$ cat src/design/ssoc_regs.vh
// register offsets, field positions, reset values and timing figures of the sync/status/output-control bank
// assumes it is included by bare name from the design file and defines nothing but macros
`ifndef SSOC_REGS_VH
`define SSOC_REGS_VH

`define SSOC_ADDR_W           8
`define SSOC_DATA_W           8

`define SSOC_ADDR_DRIVE_CLK   8'h1f
`define SSOC_ADDR_CLK_SYNC    8'h20
`define SSOC_ADDR_RSVD_A      8'h21
`define SSOC_ADDR_RSVD_B      8'h22
`define SSOC_ADDR_WIN_WIDTH   8'h23
`define SSOC_ADDR_ACT_STAT    8'h24
`define SSOC_ADDR_POL_STAT    8'h25

`define SSOC_RST_DRIVE_CLK    8'h94
`define SSOC_RST_CLK_SYNC     8'h00
`define SSOC_RST_RSVD_A       8'h00
`define SSOC_RST_RSVD_B       8'h00
`define SSOC_RST_WIN_WIDTH    8'h0a

`define SSOC_F_DRV_HI         2
`define SSOC_F_DRV_LO         1
`define SSOC_F_CLK_INV        0
`define SSOC_F_OCLK_HI        7
`define SSOC_F_OCLK_LO        6
`define SSOC_F_TRI            5
`define SSOC_F_SOG_TRI        4
`define SSOC_F_FPOL           3
`define SSOC_F_PLL_SRC        2
`define SSOC_F_SP_SRC         1

`define SSOC_DRV_LOW          2'h0
`define SSOC_DRV_MED          2'h1
`define SSOC_DRV_HIGH         2'h2

`define SSOC_OCLK_PIX         2'h0
`define SSOC_OCLK_PIX90       2'h1
`define SSOC_OCLK_DOUBLE      2'h2
`define SSOC_OCLK_HALF        2'h3

`define SSOC_CLK_NS           100
`define SSOC_WIN_STEP_NS      25
`define SSOC_WIN_STEP_W16     16'h0019
`define SSOC_CLK_NS_W16       16'h0064
`define SSOC_PRIME_DONE       2'h3
`define SSOC_ACT_TIMEOUT_NS   100000000
`define SSOC_ACT_CNT_W        20
`define SSOC_POL_CNT_W        16
`define SSOC_LINE_CNT_W       16

`endif

$ cat src/design/ssoc_top.v
// sync/status/output-control register bank: registers, output clock and pin control, sync filter, activity and
// polarity detection. assumes sync and clamp pins are asynchronous, select and field inputs come from clk_i logic
//
// Functional notes
// drive code 00 low, 01 medium, 1x high
// clock-invert bit inverts the output clock
// clock select: pixel, 90 degree, double, half
// global tristate floats all but green sync
// own bit floats the green sync output
// field polarity bit swaps odd/even output level
// PLL reference raw or filtered sync
// sync processor reference raw or regenerated sync
// software writes one to control bit zero
// software keeps reserved registers at default
// window width in 25 ns steps gates sync
// horizontal sync inputs report toggle activity
// vertical sync inputs report toggle activity
// green sync inputs report toggle activity
// shared clock/coast pin reports activity
// clamp input activity on lowest status bit
// horizontal sync polarity, one means positive
// vertical sync polarity, one means positive
// coast polarity has its own status bit
// coast polarity zero negative, one positive
// power management reads hsync and sog flags
// activity flag clears after edgeless timeout
// polarity: shorter level is the active one
`timescale 1ns/1ns
`include "ssoc_regs.vh"

module ssoc_top #(
	parameter ACT_TIMEOUT_CYC = `SSOC_ACT_TIMEOUT_NS / `SSOC_CLK_NS
) (
	input  wire                      clk_i,
	input  wire                      reset_i,
	input  wire [`SSOC_ADDR_W-1:0]   addr_i,
	input  wire [`SSOC_DATA_W-1:0]   wdata_i,
	input  wire                      wr_i,
	input  wire                      rd_i,
	output reg  [`SSOC_DATA_W-1:0]   rdata_o,
	input  wire                      horiz_sync_input_first_i,
	input  wire                      horiz_sync_input_second_i,
	input  wire                      vert_sync_input_first_i,
	input  wire                      vert_sync_input_second_i,
	input  wire                      green_sync_input_first_i,
	input  wire                      green_sync_input_second_i,
	input  wire                      ext_clock_or_hold_pin_i,
	input  wire                      clamp_pin_i,
	input  wire                      input_sel_i,
	input  wire                      sync_on_green_sel_i,
	input  wire                      field_odd_i,
	output reg                       out_clk_o,
	output reg                       out_clk_oe_n_o,
	output reg                       field_o,
	output reg                       field_oe_n_o,
	output reg                       vertical_sync_output_o,
	output reg                       vertical_sync_output_oe_n_o,
	output reg                       green_sync_output_o,
	output reg                       green_sync_output_oe_n_o,
	output reg  [1:0]                drive_strength_o,
	output reg                       pll_ref_o,
	output reg                       sync_proc_ref_o,
	output reg                       power_sync_present_o
);

	reg  [7:0]                  drive_clk_reg;
	reg  [7:0]                  clk_sync_reg;
	reg  [7:0]                  rsvd_a_reg;
	reg  [7:0]                  rsvd_b_reg;
	reg  [7:0]                  win_width_reg;
	reg  [7:0]                  sync1_reg;
	reg  [7:0]                  sync2_reg;
	reg  [7:0]                  prev_reg;
	reg  [1:0]                  primed_reg;
	wire                        primed;
	reg  [7:0]                  act_reg;
	reg  [7:0]                  seen_reg;
	reg  [5:0]                  pol_reg;
	reg  [`SSOC_ACT_CNT_W-1:0]  tmo_reg;
	reg                         tmo_tick_reg;
	reg  [2:0]                  div_reg;
	reg                         active_prev_reg;
	reg  [`SSOC_LINE_CNT_W-1:0] line_cnt_reg;
	reg  [`SSOC_LINE_CNT_W-1:0] period_reg;
	reg                         locked_reg;
	reg                         gate_reg;
	reg                         regen_reg;
	reg                         extra_reg;
	reg                         extra_line_reg;
	reg  [7:0]                  rdata_next;
	reg                         clk_sel_next;
	reg  [1:0]                  drive_next;
	wire [7:0]                  pin_vec;
	wire [7:0]                  edge_vec;
	wire [5:0]                  pol_in;
	wire [5:0]                  pol_prev;
	wire                        raw_h;
	wire                        raw_s;
	wire                        raw_sync;
	wire                        sel_pol;
	wire                        active;
	wire                        lead;
	wire [15:0]                 win_prod;
	wire [15:0]                 win_div;
	wire [16:0]                 win_cyc;
	wire [16:0]                 lo_lim;
	wire [16:0]                 hi_lim;
	wire                        in_win;
	wire                        overrun;
	wire [7:0]                  pol_stat;

	// pin order matches the activity status bits: h0 h1 v0 v1 g0 g1 coast clamp
	assign pin_vec = {horiz_sync_input_first_i, horiz_sync_input_second_i,
	                  vert_sync_input_first_i, vert_sync_input_second_i,
	                  green_sync_input_first_i, green_sync_input_second_i,
	                  ext_clock_or_hold_pin_i, clamp_pin_i};

	always @(posedge clk_i) begin
		if (reset_i) begin
			sync1_reg <= 8'h00;
			sync2_reg <= 8'h00;
			prev_reg  <= 8'h00;
			primed_reg <= 2'h0;
		end else begin
			sync1_reg <= pin_vec;
			sync2_reg <= sync1_reg;
			prev_reg  <= sync2_reg;
			if (primed_reg != `SSOC_PRIME_DONE)
				primed_reg <= primed_reg + 2'h1;
		end
	end

	// edges count only once the whole pipe holds real pin levels;
	// otherwise the zeros left by reset look like an edge on every idle-high pin
	assign primed   = (primed_reg == `SSOC_PRIME_DONE);
	assign edge_vec = (sync2_reg ^ prev_reg) & {8{primed}};

	// register port; reserved registers simply hold what software leaves in them
	always @(posedge clk_i) begin
		if (reset_i) begin
			drive_clk_reg <= `SSOC_RST_DRIVE_CLK;
			clk_sync_reg  <= `SSOC_RST_CLK_SYNC;
			rsvd_a_reg    <= `SSOC_RST_RSVD_A;
			rsvd_b_reg    <= `SSOC_RST_RSVD_B;
			win_width_reg <= `SSOC_RST_WIN_WIDTH;
		end else if (wr_i) begin
			case (addr_i)
				`SSOC_ADDR_DRIVE_CLK: drive_clk_reg <= wdata_i;
				`SSOC_ADDR_CLK_SYNC:  clk_sync_reg  <= wdata_i;
				`SSOC_ADDR_RSVD_A:    rsvd_a_reg    <= wdata_i;
				`SSOC_ADDR_RSVD_B:    rsvd_b_reg    <= wdata_i;
				`SSOC_ADDR_WIN_WIDTH: win_width_reg <= wdata_i;
				default: ;
			endcase
		end
	end

	// polarity status: h0 h1 v0 v1 coast clamp, then extraneous pulses and filter lock
	assign pol_stat = {pol_reg, extra_reg, locked_reg};

	always @* begin
		case (addr_i)
			`SSOC_ADDR_DRIVE_CLK: rdata_next = drive_clk_reg;
			`SSOC_ADDR_CLK_SYNC:  rdata_next = clk_sync_reg;
			`SSOC_ADDR_RSVD_A:    rdata_next = rsvd_a_reg;
			`SSOC_ADDR_RSVD_B:    rdata_next = rsvd_b_reg;
			`SSOC_ADDR_WIN_WIDTH: rdata_next = win_width_reg;
			`SSOC_ADDR_ACT_STAT:  rdata_next = act_reg;
			`SSOC_ADDR_POL_STAT:  rdata_next = pol_stat;
			default:              rdata_next = 8'h00;
		endcase
	end

	always @(posedge clk_i) begin
		if (reset_i)
			rdata_o <= 8'h00;
		else if (rd_i)
			rdata_o <= rdata_next;
		else
			rdata_o <= 8'h00;
	end

	// shared activity timeout interval
	always @(posedge clk_i) begin
		if (reset_i) begin
			tmo_reg      <= {`SSOC_ACT_CNT_W{1'b0}};
			tmo_tick_reg <= 1'b0;
		end else if (tmo_reg == ACT_TIMEOUT_CYC[`SSOC_ACT_CNT_W-1:0] - 1'b1) begin
			tmo_reg      <= {`SSOC_ACT_CNT_W{1'b0}};
			tmo_tick_reg <= 1'b1;
		end else begin
			tmo_reg      <= tmo_reg + 1'b1;
			tmo_tick_reg <= 1'b0;
		end
	end

	genvar g;
	generate
		for (g = 0; g < 8; g = g + 1) begin : gen_act
			// an edge sets the flag at once; an interval with no edge clears it
			always @(posedge clk_i) begin
				if (reset_i) begin
					act_reg[g]  <= 1'b0;
					seen_reg[g] <= 1'b0;
				end else if (tmo_tick_reg) begin
					act_reg[g]  <= seen_reg[g] | edge_vec[g];
					seen_reg[g] <= 1'b0;
				end else if (edge_vec[g]) begin
					act_reg[g]  <= 1'b1;
					seen_reg[g] <= 1'b1;
				end
			end
		end
	endgenerate

	assign pol_in   = {sync2_reg[7:4], sync2_reg[1:0]};
	assign pol_prev = {prev_reg[7:4], prev_reg[1:0]};

	generate
		for (g = 0; g < 6; g = g + 1) begin : gen_pol
			reg [`SSOC_POL_CNT_W-1:0] hi_cnt_reg;
			reg [`SSOC_POL_CNT_W-1:0] lo_cnt_reg;
			// at each rising edge the level that lasted less over the last period is the active one
			always @(posedge clk_i) begin
				if (reset_i) begin
					hi_cnt_reg <= {`SSOC_POL_CNT_W{1'b0}};
					lo_cnt_reg <= {`SSOC_POL_CNT_W{1'b0}};
					pol_reg[g] <= 1'b0;
				end else if (primed & pol_in[g] & ~pol_prev[g]) begin
					pol_reg[g] <= (hi_cnt_reg < lo_cnt_reg);
					hi_cnt_reg <= {{(`SSOC_POL_CNT_W-1){1'b0}}, 1'b1};
					lo_cnt_reg <= {`SSOC_POL_CNT_W{1'b0}};
				end else if (pol_in[g]) begin
					if (~&hi_cnt_reg)
						hi_cnt_reg <= hi_cnt_reg + 1'b1;
				end else begin
					if (~&lo_cnt_reg)
						lo_cnt_reg <= lo_cnt_reg + 1'b1;
				end
			end
		end
	endgenerate

	// selected raw sync and its leading edge, normalised by detected hsync polarity; sync on green is taken as active low
	assign raw_h    = input_sel_i ? sync2_reg[6] : sync2_reg[7];
	assign raw_s    = input_sel_i ? sync2_reg[2] : sync2_reg[3];
	assign raw_sync = sync_on_green_sel_i ? raw_s : raw_h;
	assign sel_pol  = sync_on_green_sel_i ? 1'b0 : (input_sel_i ? pol_reg[4] : pol_reg[5]);
	assign active   = sel_pol ? raw_sync : ~raw_sync;
	assign lead     = active & ~active_prev_reg & primed;

	// tolerance window in clock cycles, never below one
	assign win_prod = {8'h00, win_width_reg} * `SSOC_WIN_STEP_W16;
	assign win_div  = win_prod / `SSOC_CLK_NS_W16;
	assign win_cyc  = (win_div == 16'h0000) ? 17'h00001 : {1'b0, win_div};
	assign lo_lim   = ({1'b0, period_reg} > win_cyc) ? ({1'b0, period_reg} - win_cyc) : 17'h00000;
	assign hi_lim   = {1'b0, period_reg} + win_cyc;
	assign in_win   = ({1'b0, line_cnt_reg} >= lo_lim) && ({1'b0, line_cnt_reg} <= hi_lim);
	assign overrun  = {1'b0, line_cnt_reg} > hi_lim;

	always @(posedge clk_i) begin
		if (reset_i) begin
			active_prev_reg <= 1'b0;
			line_cnt_reg    <= {`SSOC_LINE_CNT_W{1'b0}};
			period_reg      <= {`SSOC_LINE_CNT_W{1'b0}};
			locked_reg      <= 1'b0;
			gate_reg        <= 1'b0;
			regen_reg       <= 1'b0;
			extra_reg       <= 1'b0;
			extra_line_reg  <= 1'b0;
		end else begin
			active_prev_reg <= active;
			regen_reg       <= 1'b0;
			if (~&line_cnt_reg)
				line_cnt_reg <= line_cnt_reg + 1'b1;
			if (~active)
				gate_reg <= 1'b0;
			if (lead && (in_win || !locked_reg)) begin
				// accepted edge: new line starts and the pulse may pass
				period_reg     <= line_cnt_reg;
				line_cnt_reg   <= {{(`SSOC_LINE_CNT_W-1){1'b0}}, 1'b1};
				locked_reg     <= in_win && (period_reg != {`SSOC_LINE_CNT_W{1'b0}});
				gate_reg       <= 1'b1;
				regen_reg      <= 1'b1;
				extra_reg      <= extra_line_reg;
				extra_line_reg <= 1'b0;
			end else if (lead) begin
				extra_line_reg <= 1'b1;
				extra_reg      <= 1'b1;
			end else if (overrun) begin
				locked_reg <= 1'b0;
			end
		end
	end

	// output clock source: pixel rate is a quarter of clk_i
	always @* begin
		case (clk_sync_reg[`SSOC_F_OCLK_HI:`SSOC_F_OCLK_LO])
			`SSOC_OCLK_PIX:    clk_sel_next = div_reg[1];
			`SSOC_OCLK_PIX90:  clk_sel_next = div_reg[1] ^ div_reg[0];
			`SSOC_OCLK_DOUBLE: clk_sel_next = div_reg[0];
			`SSOC_OCLK_HALF:   clk_sel_next = div_reg[2];
			default:           clk_sel_next = div_reg[1];
		endcase
	end

	always @* begin
		if (drive_clk_reg[`SSOC_F_DRV_HI])
			drive_next = `SSOC_DRV_HIGH;
		else if (drive_clk_reg[`SSOC_F_DRV_LO])
			drive_next = `SSOC_DRV_MED;
		else
			drive_next = `SSOC_DRV_LOW;
	end

	always @(posedge clk_i) begin
		if (reset_i) begin
			div_reg                     <= 3'h0;
			out_clk_o                   <= 1'b0;
			out_clk_oe_n_o              <= 1'b0;
			field_o                     <= 1'b0;
			field_oe_n_o                <= 1'b0;
			vertical_sync_output_o      <= 1'b0;
			vertical_sync_output_oe_n_o <= 1'b0;
			green_sync_output_o         <= 1'b0;
			green_sync_output_oe_n_o    <= 1'b0;
			drive_strength_o            <= `SSOC_DRV_HIGH;
			pll_ref_o                   <= 1'b0;
			sync_proc_ref_o             <= 1'b0;
			power_sync_present_o        <= 1'b0;
		end else begin
			div_reg                     <= div_reg + 3'h1;
			out_clk_o                   <= clk_sel_next ^ drive_clk_reg[`SSOC_F_CLK_INV];
			out_clk_oe_n_o              <= clk_sync_reg[`SSOC_F_TRI];
			field_o                     <= field_odd_i ^ clk_sync_reg[`SSOC_F_FPOL];
			field_oe_n_o                <= clk_sync_reg[`SSOC_F_TRI];
			vertical_sync_output_o      <= input_sel_i ? sync2_reg[4] : sync2_reg[5];
			vertical_sync_output_oe_n_o <= clk_sync_reg[`SSOC_F_TRI];
			green_sync_output_o         <= raw_s;
			green_sync_output_oe_n_o    <= clk_sync_reg[`SSOC_F_SOG_TRI];
			drive_strength_o            <= drive_next;
			pll_ref_o                   <= clk_sync_reg[`SSOC_F_PLL_SRC] ? (active & gate_reg) : raw_sync;
			sync_proc_ref_o             <= clk_sync_reg[`SSOC_F_SP_SRC] ? regen_reg : raw_sync;
			power_sync_present_o        <= act_reg[7] | act_reg[6] | act_reg[3] | act_reg[2];
		end
	end

endmodule

$ cat config.mk
export PLATFORM = sky130hd
export DESIGN_NAME = ssoc_top
export DESIGN_NICKNAME = d
export VERILOG_FILES = /design/src/design/ssoc_top.v
export VERILOG_INCLUDE_DIRS = /design/src /design/src/design
export SDC_FILE = /design/constraint.sdc
export NUM_CORES = 1
export LEC_CHECK = 0
export BUFFER_PORTS_ARGS = -buffer_cell sky130_fd_sc_hd__buf_2
export CORE_MARGIN = 10
export CORE_UTILIZATION = 30
export DETAILED_ROUTE_END_ITERATION = 12
export RECOVER_POWER = 100
export SLEW_MARGIN = 20
export SYNTH_ARGS = -nofsm -noshare
export SYNTH_HDL_FRONTEND = slang
export SYNTH_SLANG_ARGS = --single-unit
$ cat constraint.sdc
create_clock -name clk_i -period 28.1 [get_ports clk_i]
set_input_delay 0 -clock clk_i [delete_from_list [all_inputs] [get_ports clk_i]]
set_output_delay 0 -clock clk_i [all_outputs]
set_load 0.03 [all_outputs]
**After elaboration in Yosys (flattened, before gate mapping)**

Index checks and enable logic that the tools add are counted.
W data, S select, Z words.

- Flip-flop bits (word level): 361
- Input port bits: 31
- Output and inout bits: 21

- Add/subtract/negate cells: 18
- Multipliers: 1
- Divide/modulo/power cells: 1
- $lt $le $gt $ge: 10
- Equal/unequal tests: 22
- Mux-type cells: 59
- Bitwise operators: 58
- Reductions and logical operators: 72

Operator list:

| kind | number |
|---|---|
| $add A16 B1 Y16 const B | 13 |
| $reduce_and A16 Y1 | 13 |
| $lt A16 B16 Y1 | 6 |
| $pmux W8 S7 | 1 |
| $mux W1 | 55 |
| $eq A8 B6 Y1 const B | 6 |
| $reduce_and A2 Y1 | 24 |
| $reduce_bool A2 Y1 | 16 |
| $not A1 Y1 | 27 |
| $reduce_or A2 Y1 | 11 |
| $add A20 B1 Y20 const B | 1 |
| $eq A20 B20 Y1 const B | 1 |
| $add A16 B16 Y17 | 1 |
| $ge A16 B17 Y1 | 1 |
| $gt A16 B17 Y1 | 1 |
| $le A16 B17 Y1 | 1 |
| $mux W17 | 1 |
| $sub A16 B16 Y17 | 1 |
| $div A13 B7 Y16 const B | 1 |
| $gt A16 B16 Y1 | 1 |
| $logic_not A16 Y1 | 1 |
| $mux W16 | 1 |
| $reduce_bool A16 Y1 | 1 |
| $and A1 B1 Y1 | 15 |
| 17 further kinds | 41 |

**Logic depth before layout (Yosys ltp)**

- Word-level depth: 12
- Depth in mapped cells: 66
- Gate-level depth less buffers: 60

**Least setup slack after synthesis**

Ideal clock, no wire load.

- Path type: register to register
- Start: register win_width_reg[2]
- End: register period_reg[6]
- Arrival time: 11.669 ns
- Setup slack: 16.304 ns
- Stages on the path, launching flop included: 62
- Buffers on the path: 5
- Period minus slack after synthesis: 11.796 ns
- Cell sequence: dfxtp_1 -> inv_1 -> ha_1 -> ha_1 -> ha_1 -> inv_1 -> fa_1 -> clkbuf_1 -> nand4bb_1 -> or3_1 -> a21oi_2 -> xnor2_1 -> nor3_1 -> o221ai_1 -> o21ai_0 -> o211a_1 -> buf_6 -> a21oi_4 -> [... 26 more ...] -> o21a_1 -> o21ai_0 -> nand2b_1 -> a21oi_1 -> nor2b_1 -> o21ai_0 -> nand2b_1 -> a21oi_1 -> o21ai_0 -> a21o_1 -> a211o_1 -> a21oi_1 -> a31oi_1 -> and2_1 -> o21ai_0 -> clkbuf_1 -> mux2i_1 -> nor2_1

- Cells in the longest elaborated chain, start to end: 10
- Elaborated cells on any way between the ends: 13
- Classes of those cells: add/sub (2); mul (1); div (1); order compare (3); mux (2); reduce/logical (4)

Ends and longest elaborated chain:

| element | line | source |
|---|---|---|
| start, declared | ssoc_top.v:70 | `reg [7:0] win_width_reg;` |
| start signal, assigned | ssoc_top.v:145 | `` win_width_reg <= `SSOC_RST_WIN_WIDTH; `` |
| start signal, assigned | ssoc_top.v:152 | `` `SSOC_ADDR_WIN_WIDTH: win_width_reg <= wdata_i; `` |
| $mul A8 B5 Y13 (no source line) * | n/a |  |
| $div A13 B7 Y16 (no source line) * | n/a |  |
| $logic_not A16 Y1 | ssoc_top.v:255 | `assign win_cyc = (win_div == 16'h0000) ? 17'h00001 : {1'b0, win_div};` |
| $mux W16 * | ssoc_top.v:255 |  |
| $sub A16 B16 Y17 / $gt A16 B16 Y1 (equally long branches) | ssoc_top.v:256 | `assign lo_lim = ({1'b0, period_reg} > win_cyc) ? ({1'b0, period_reg} - win_cyc) : 17'h00000;` |
| $mux W17 | ssoc_top.v:256 |  |
| $ge A16 B17 Y1 | ssoc_top.v:258 | `assign in_win = ({1'b0, line_cnt_reg} >= lo_lim) && ({1'b0, line_cnt_reg} <= hi_lim);` |
| $logic_and A1 B1 Y1 * | ssoc_top.v:258 |  |
| $logic_or A1 B1 Y1 * | ssoc_top.v:278 | `if (lead && (in_win \|\| !locked_reg)) begin` |
| $logic_and A1 B1 Y1 * | ssoc_top.v:278 |  |
| end signal, assigned | ssoc_top.v:265 | `` period_reg <= {`SSOC_LINE_CNT_W{1'b0}}; `` |
| end signal, assigned | ssoc_top.v:280 | `period_reg <= line_cnt_reg;` |
| end, declared | ssoc_top.v:84 | `` reg [`SSOC_LINE_CNT_W-1:0] period_reg; `` |

Mark *: on every way between the ends. The rest lies on a longest branch, timed or not.
A chain may end at the register's enable or synchronous reset.

**Final worst setup path**

- Start: register win_width_reg[2]
- End: register line_cnt_reg[12]

- Cells in the longest elaborated chain, start to end: 11
- Elaborated cells on any way between the ends: 14
- Classes of those cells: add/sub (2); mul (1); div (1); order compare (3); mux (2); reduce/logical (5)

Ends and longest elaborated chain:

| element | line | source |
|---|---|---|
| $mul A8 B5 Y13 (no source line) * | n/a |  |
| $div A13 B7 Y16 (no source line) * | n/a |  |
| $logic_not A16 Y1 | ssoc_top.v:255 |  |
| $mux W16 * | ssoc_top.v:255 |  |
| $sub A16 B16 Y17 / $gt A16 B16 Y1 (equally long branches) | ssoc_top.v:256 |  |
| $mux W17 | ssoc_top.v:256 |  |
| $ge A16 B17 Y1 | ssoc_top.v:258 |  |
| $logic_and A1 B1 Y1 * | ssoc_top.v:258 |  |
| $logic_or A1 B1 Y1 * | ssoc_top.v:278 |  |
| $logic_and A1 B1 Y1 * | ssoc_top.v:278 |  |
| $reduce_or A2 Y1 (no source line) * | n/a |  |
| end signal, assigned | ssoc_top.v:264 | `` line_cnt_reg <= {`SSOC_LINE_CNT_W{1'b0}}; `` |
| end signal, assigned | ssoc_top.v:275 | `line_cnt_reg <= line_cnt_reg + 1'b1;` |
| end signal, assigned | ssoc_top.v:281 | `` line_cnt_reg <= {{(`SSOC_LINE_CNT_W-1){1'b0}}, 1'b1}; `` |
| end, declared | ssoc_top.v:83 | `` reg [`SSOC_LINE_CNT_W-1:0] line_cnt_reg; `` |

Marked as above.

==> summary.md <==
| Metric | Value |
|---|---|
| Outcome | finished with violations |
| Failing checks | capacitance limit, slew limit |
| FMAX | 54.0 MHz |
| Tmin final | ~19000 ps |
| Die Y | 288 um |
| Final Cell Area | between 20000 and 25000 um^2 |
| Io pins | between 50 and 60 |
| Max_cap viols | 5 |
| Vias in the first global route | 17001 |
| FP Rows | 98 |
| CTS Sinks | 361 |
| Area growth syn-to-layout | 13.1% |
| Critical path endpoint category | flip-flop |
| Clock H-tree levels | 2 |
| IR drop worst, VDD | roughly 0.05 mV |
| Syn Area/Cell | between 8 and 9 um^2 |
| Drt total wl | between 50000 and 60000 um |
| Core area | a little over 70000 um^2 |
| Post_cts resized | 0 |
| Ranking of synthesized cells by area | dfxtp_1, ha_1, nor2_1 |
| Port Buffers | 51 |
| CTS clk-pin slew, worst paths | around 60 ps |
| Initial detailed-routing violation count | between 1000 and 1500 |
| Sequential-to-total area share from yosys stat | 33.5% |
| Grt ovf | 0 |
| Largest area contributor in the netlist | dfxtp_1 |
| Pin count of the biggest net entering global routing | 62 |
| Worst slew margin | -77.5% |
| # nets final | 2872 |
| CP max-delay cell | a2111oi_0 |
| Data required, critical path | between 20000 and 30000 ps |
| EDFF count, synth | 0 |
| First-pass GRT wire length | between 80000 and 90000 um |
| Most common cell in the netlist | nor2_1 |
| Worst Setup Start Kind | flip-flop |
| Post-synth top area share | about 33% |
| Vias/cell | 4.93 |
| Setup TNS | 0 ps |
| RSZ-0062 raised after global routing | no |
| Post-Syn Instances | about 2600 |
| Worst-path fanout max | 16 |
| Fillers | around 7600 |
| Worst hold-check path type | in2reg |
| CTS buffer count | 40 |
| Synth cell types | slightly above 90 |
| Fin. Hold Viols | 0 |
| Initial DRT Pass Iterations | 6 |
| Yosys warnings | 0 |
| WP data arrival | 18950 ps |
| Hold bufs inserted after CTS | 32 |
| CTS tree | yes |
| Initial Util | a little under a third |
| Chip width | between 200 and 300 um |
| Antenna violations before repair | 4 |
| DRC | 0 |
| Hold slack | 49.7 ps |
| Top_reg_cell synth | dfxtp_1 |
| Worst skew pair latency | about 540 ps |
| Post-DRT Antenna Nets | 0 |
| Gpl congestion | between 0.9 and 1 |
| Pins Over Slew Limit | ~160 |
| Crit Path Class | reg2reg |
| Clk buf depth | 3 |
| Number of synthesized register bits | approximately 360 |
| Synth cell count leaders | nor2_1, dfxtp_1, nand2_1 |
| HPWL reported at the end of detailed placement | between 30000 and 40000 um |
| Wirelength per Cell | 14.6 um |
| Final Skew | 17.8 ps |
| Power density over the cells | a little under 50 nW/um^2 |
| Area post-placement | between 20000 and 25000 um^2 |
| Leak Pwr | approximately 9.3 nW |
| Final setup fails | 0 |
| Largest stage delay on the critical path | 1340 ps |
| Layout cells sized above 1 | under 10% |
| Syn Nets | 2821 |
| Mapped Area | about 22000 um^2 |
| Clk root buf | clkbuf_16 |
| Routed via count | around 18000 |
| Asr flop ratio synth | 0% |
| All-layer global routing usage | between 10% and 20% |
| Post-CTS Setup Inserts | 0 |
| Core Util, Final | roughly a third |
| Tcrit/Tclk final | between 60% and 70% |
| Die area | about 83000 um^2 |
| Worst-Margin Slew | ~2700 ps |
-- worst paths after layout --
kind	startpoint	end	slack, ps	depth (start not counted)
setup reg to reg	win_width_reg[2]$_SDFFE_PP0P_	line_cnt_reg[12]$_SDFFE_PP0N_	9600	58
setup / recovery	win_width_reg[2]$_SDFFE_PP0P_	line_cnt_reg[12]$_SDFFE_PP0N_	9600	58
hold reg to reg	sync1_reg[2]$_SDFF_PP0_	sync2_reg[2]$_SDFF_PP0_	440	1
hold / removal	addr_i[7]	drive_clk_reg[3]$_SDFFE_PP0P_	50	5
-- cell usage in the layout (no fill, tap or decap), drive strengths merged, types with 13 or more instances in the layout --
| master | count |
|---|---|
| or3 | 34 |
| a21o | 76 |
| dfxtp | 361 |
| nand2b | 35 |
| nor3 | 64 |
| nor2 | 365 |
| nand2 | 192 |
| a31oi | 14 |
| nand4 | 45 |
| o21ai | 79 |
| inv | 134 |
| and3 | 52 |
| nor4 | 21 |
| clkbuf | 84 |
| dlygate4sd3 | 32 |
| buf | 36 |
| nand3 | 118 |
| mux2i | 55 |
| a211oi | 20 |
| a21oi | 144 |
| xnor2 | 144 |
| nor2b | 54 |
| and2 | 15 |
| ha | 183 |
| xor2 | 96 |
| o31ai | 13 |
| o211ai | 20 |
-- routing by layer --
| layer | routed length, um | up-vias | track usage (%) | share of wire, % |
|---|---|---|---|---|
| met4 | 1140 | 2 | 3.28 | 2.1 |
| met5 | 11 | - | 0 | 0.021 |
| met3 | 3180 | 84 | 2.00 | 6.0 |
| met1 | 25900 | 8245 | 17.5 | 49 |
| li1 | - | 9229 | - | - |
| met2 | 22900 | 368 | 19.7 | 43 |
-- logic make-up after synthesis --
family / share of synthesized area, %
AOI/OAI and AO/OA: 15.4
xor gates and xnor gates: 9.80
adders and majority gates: 11.1
buffers and inverters: 4.09
DFF: 33.5
muxes: 3.04
and+or+nand+nor: 23.2
-- worst max-delay path, delay by kind of cell, from the launching register on --
family / cells / cell delay, ps
AOI/OAI and AO/OA: 34 / 10180
and+or+nand+nor: 12 / 3180
adders and majority gates: 6 / 2030
buffers and inverters: 4 / 1460
xor gates and xnor gates: 2 / 1080
DFF: 1 / 490
-- through the flow --
step	cells	setup slack [ps]	power (mW)
CTS	3634	13440	1.19
detailed placement	3529	13460	0.636
global placement	3529	13670	0.636
finish	3637	9600	1.17
floorplan	2602	16300	0.612
global route	3634	7700	1.23
-- where the power goes --
group          switching, mW  internal, mW
logic                 0.0521        0.0455
registers            0.00875         0.520
clock network          0.215         0.333
total                  0.275         0.899
-- area by class of cell --
type	instances	area, um^2	area share [%]
diodes	3	7.51	0.0307
clock buffers	52	1140	4.66
multi-input cells	2015	13500	55.1
flip-flops and latches	361	7230	29.6
well taps	950	1190	4.87
inverters	135	508	2.08
repair buffers	100	638	2.61
clock inverters	21	255	1.05
No activity file was read; power rests on OpenSTA's default activity.
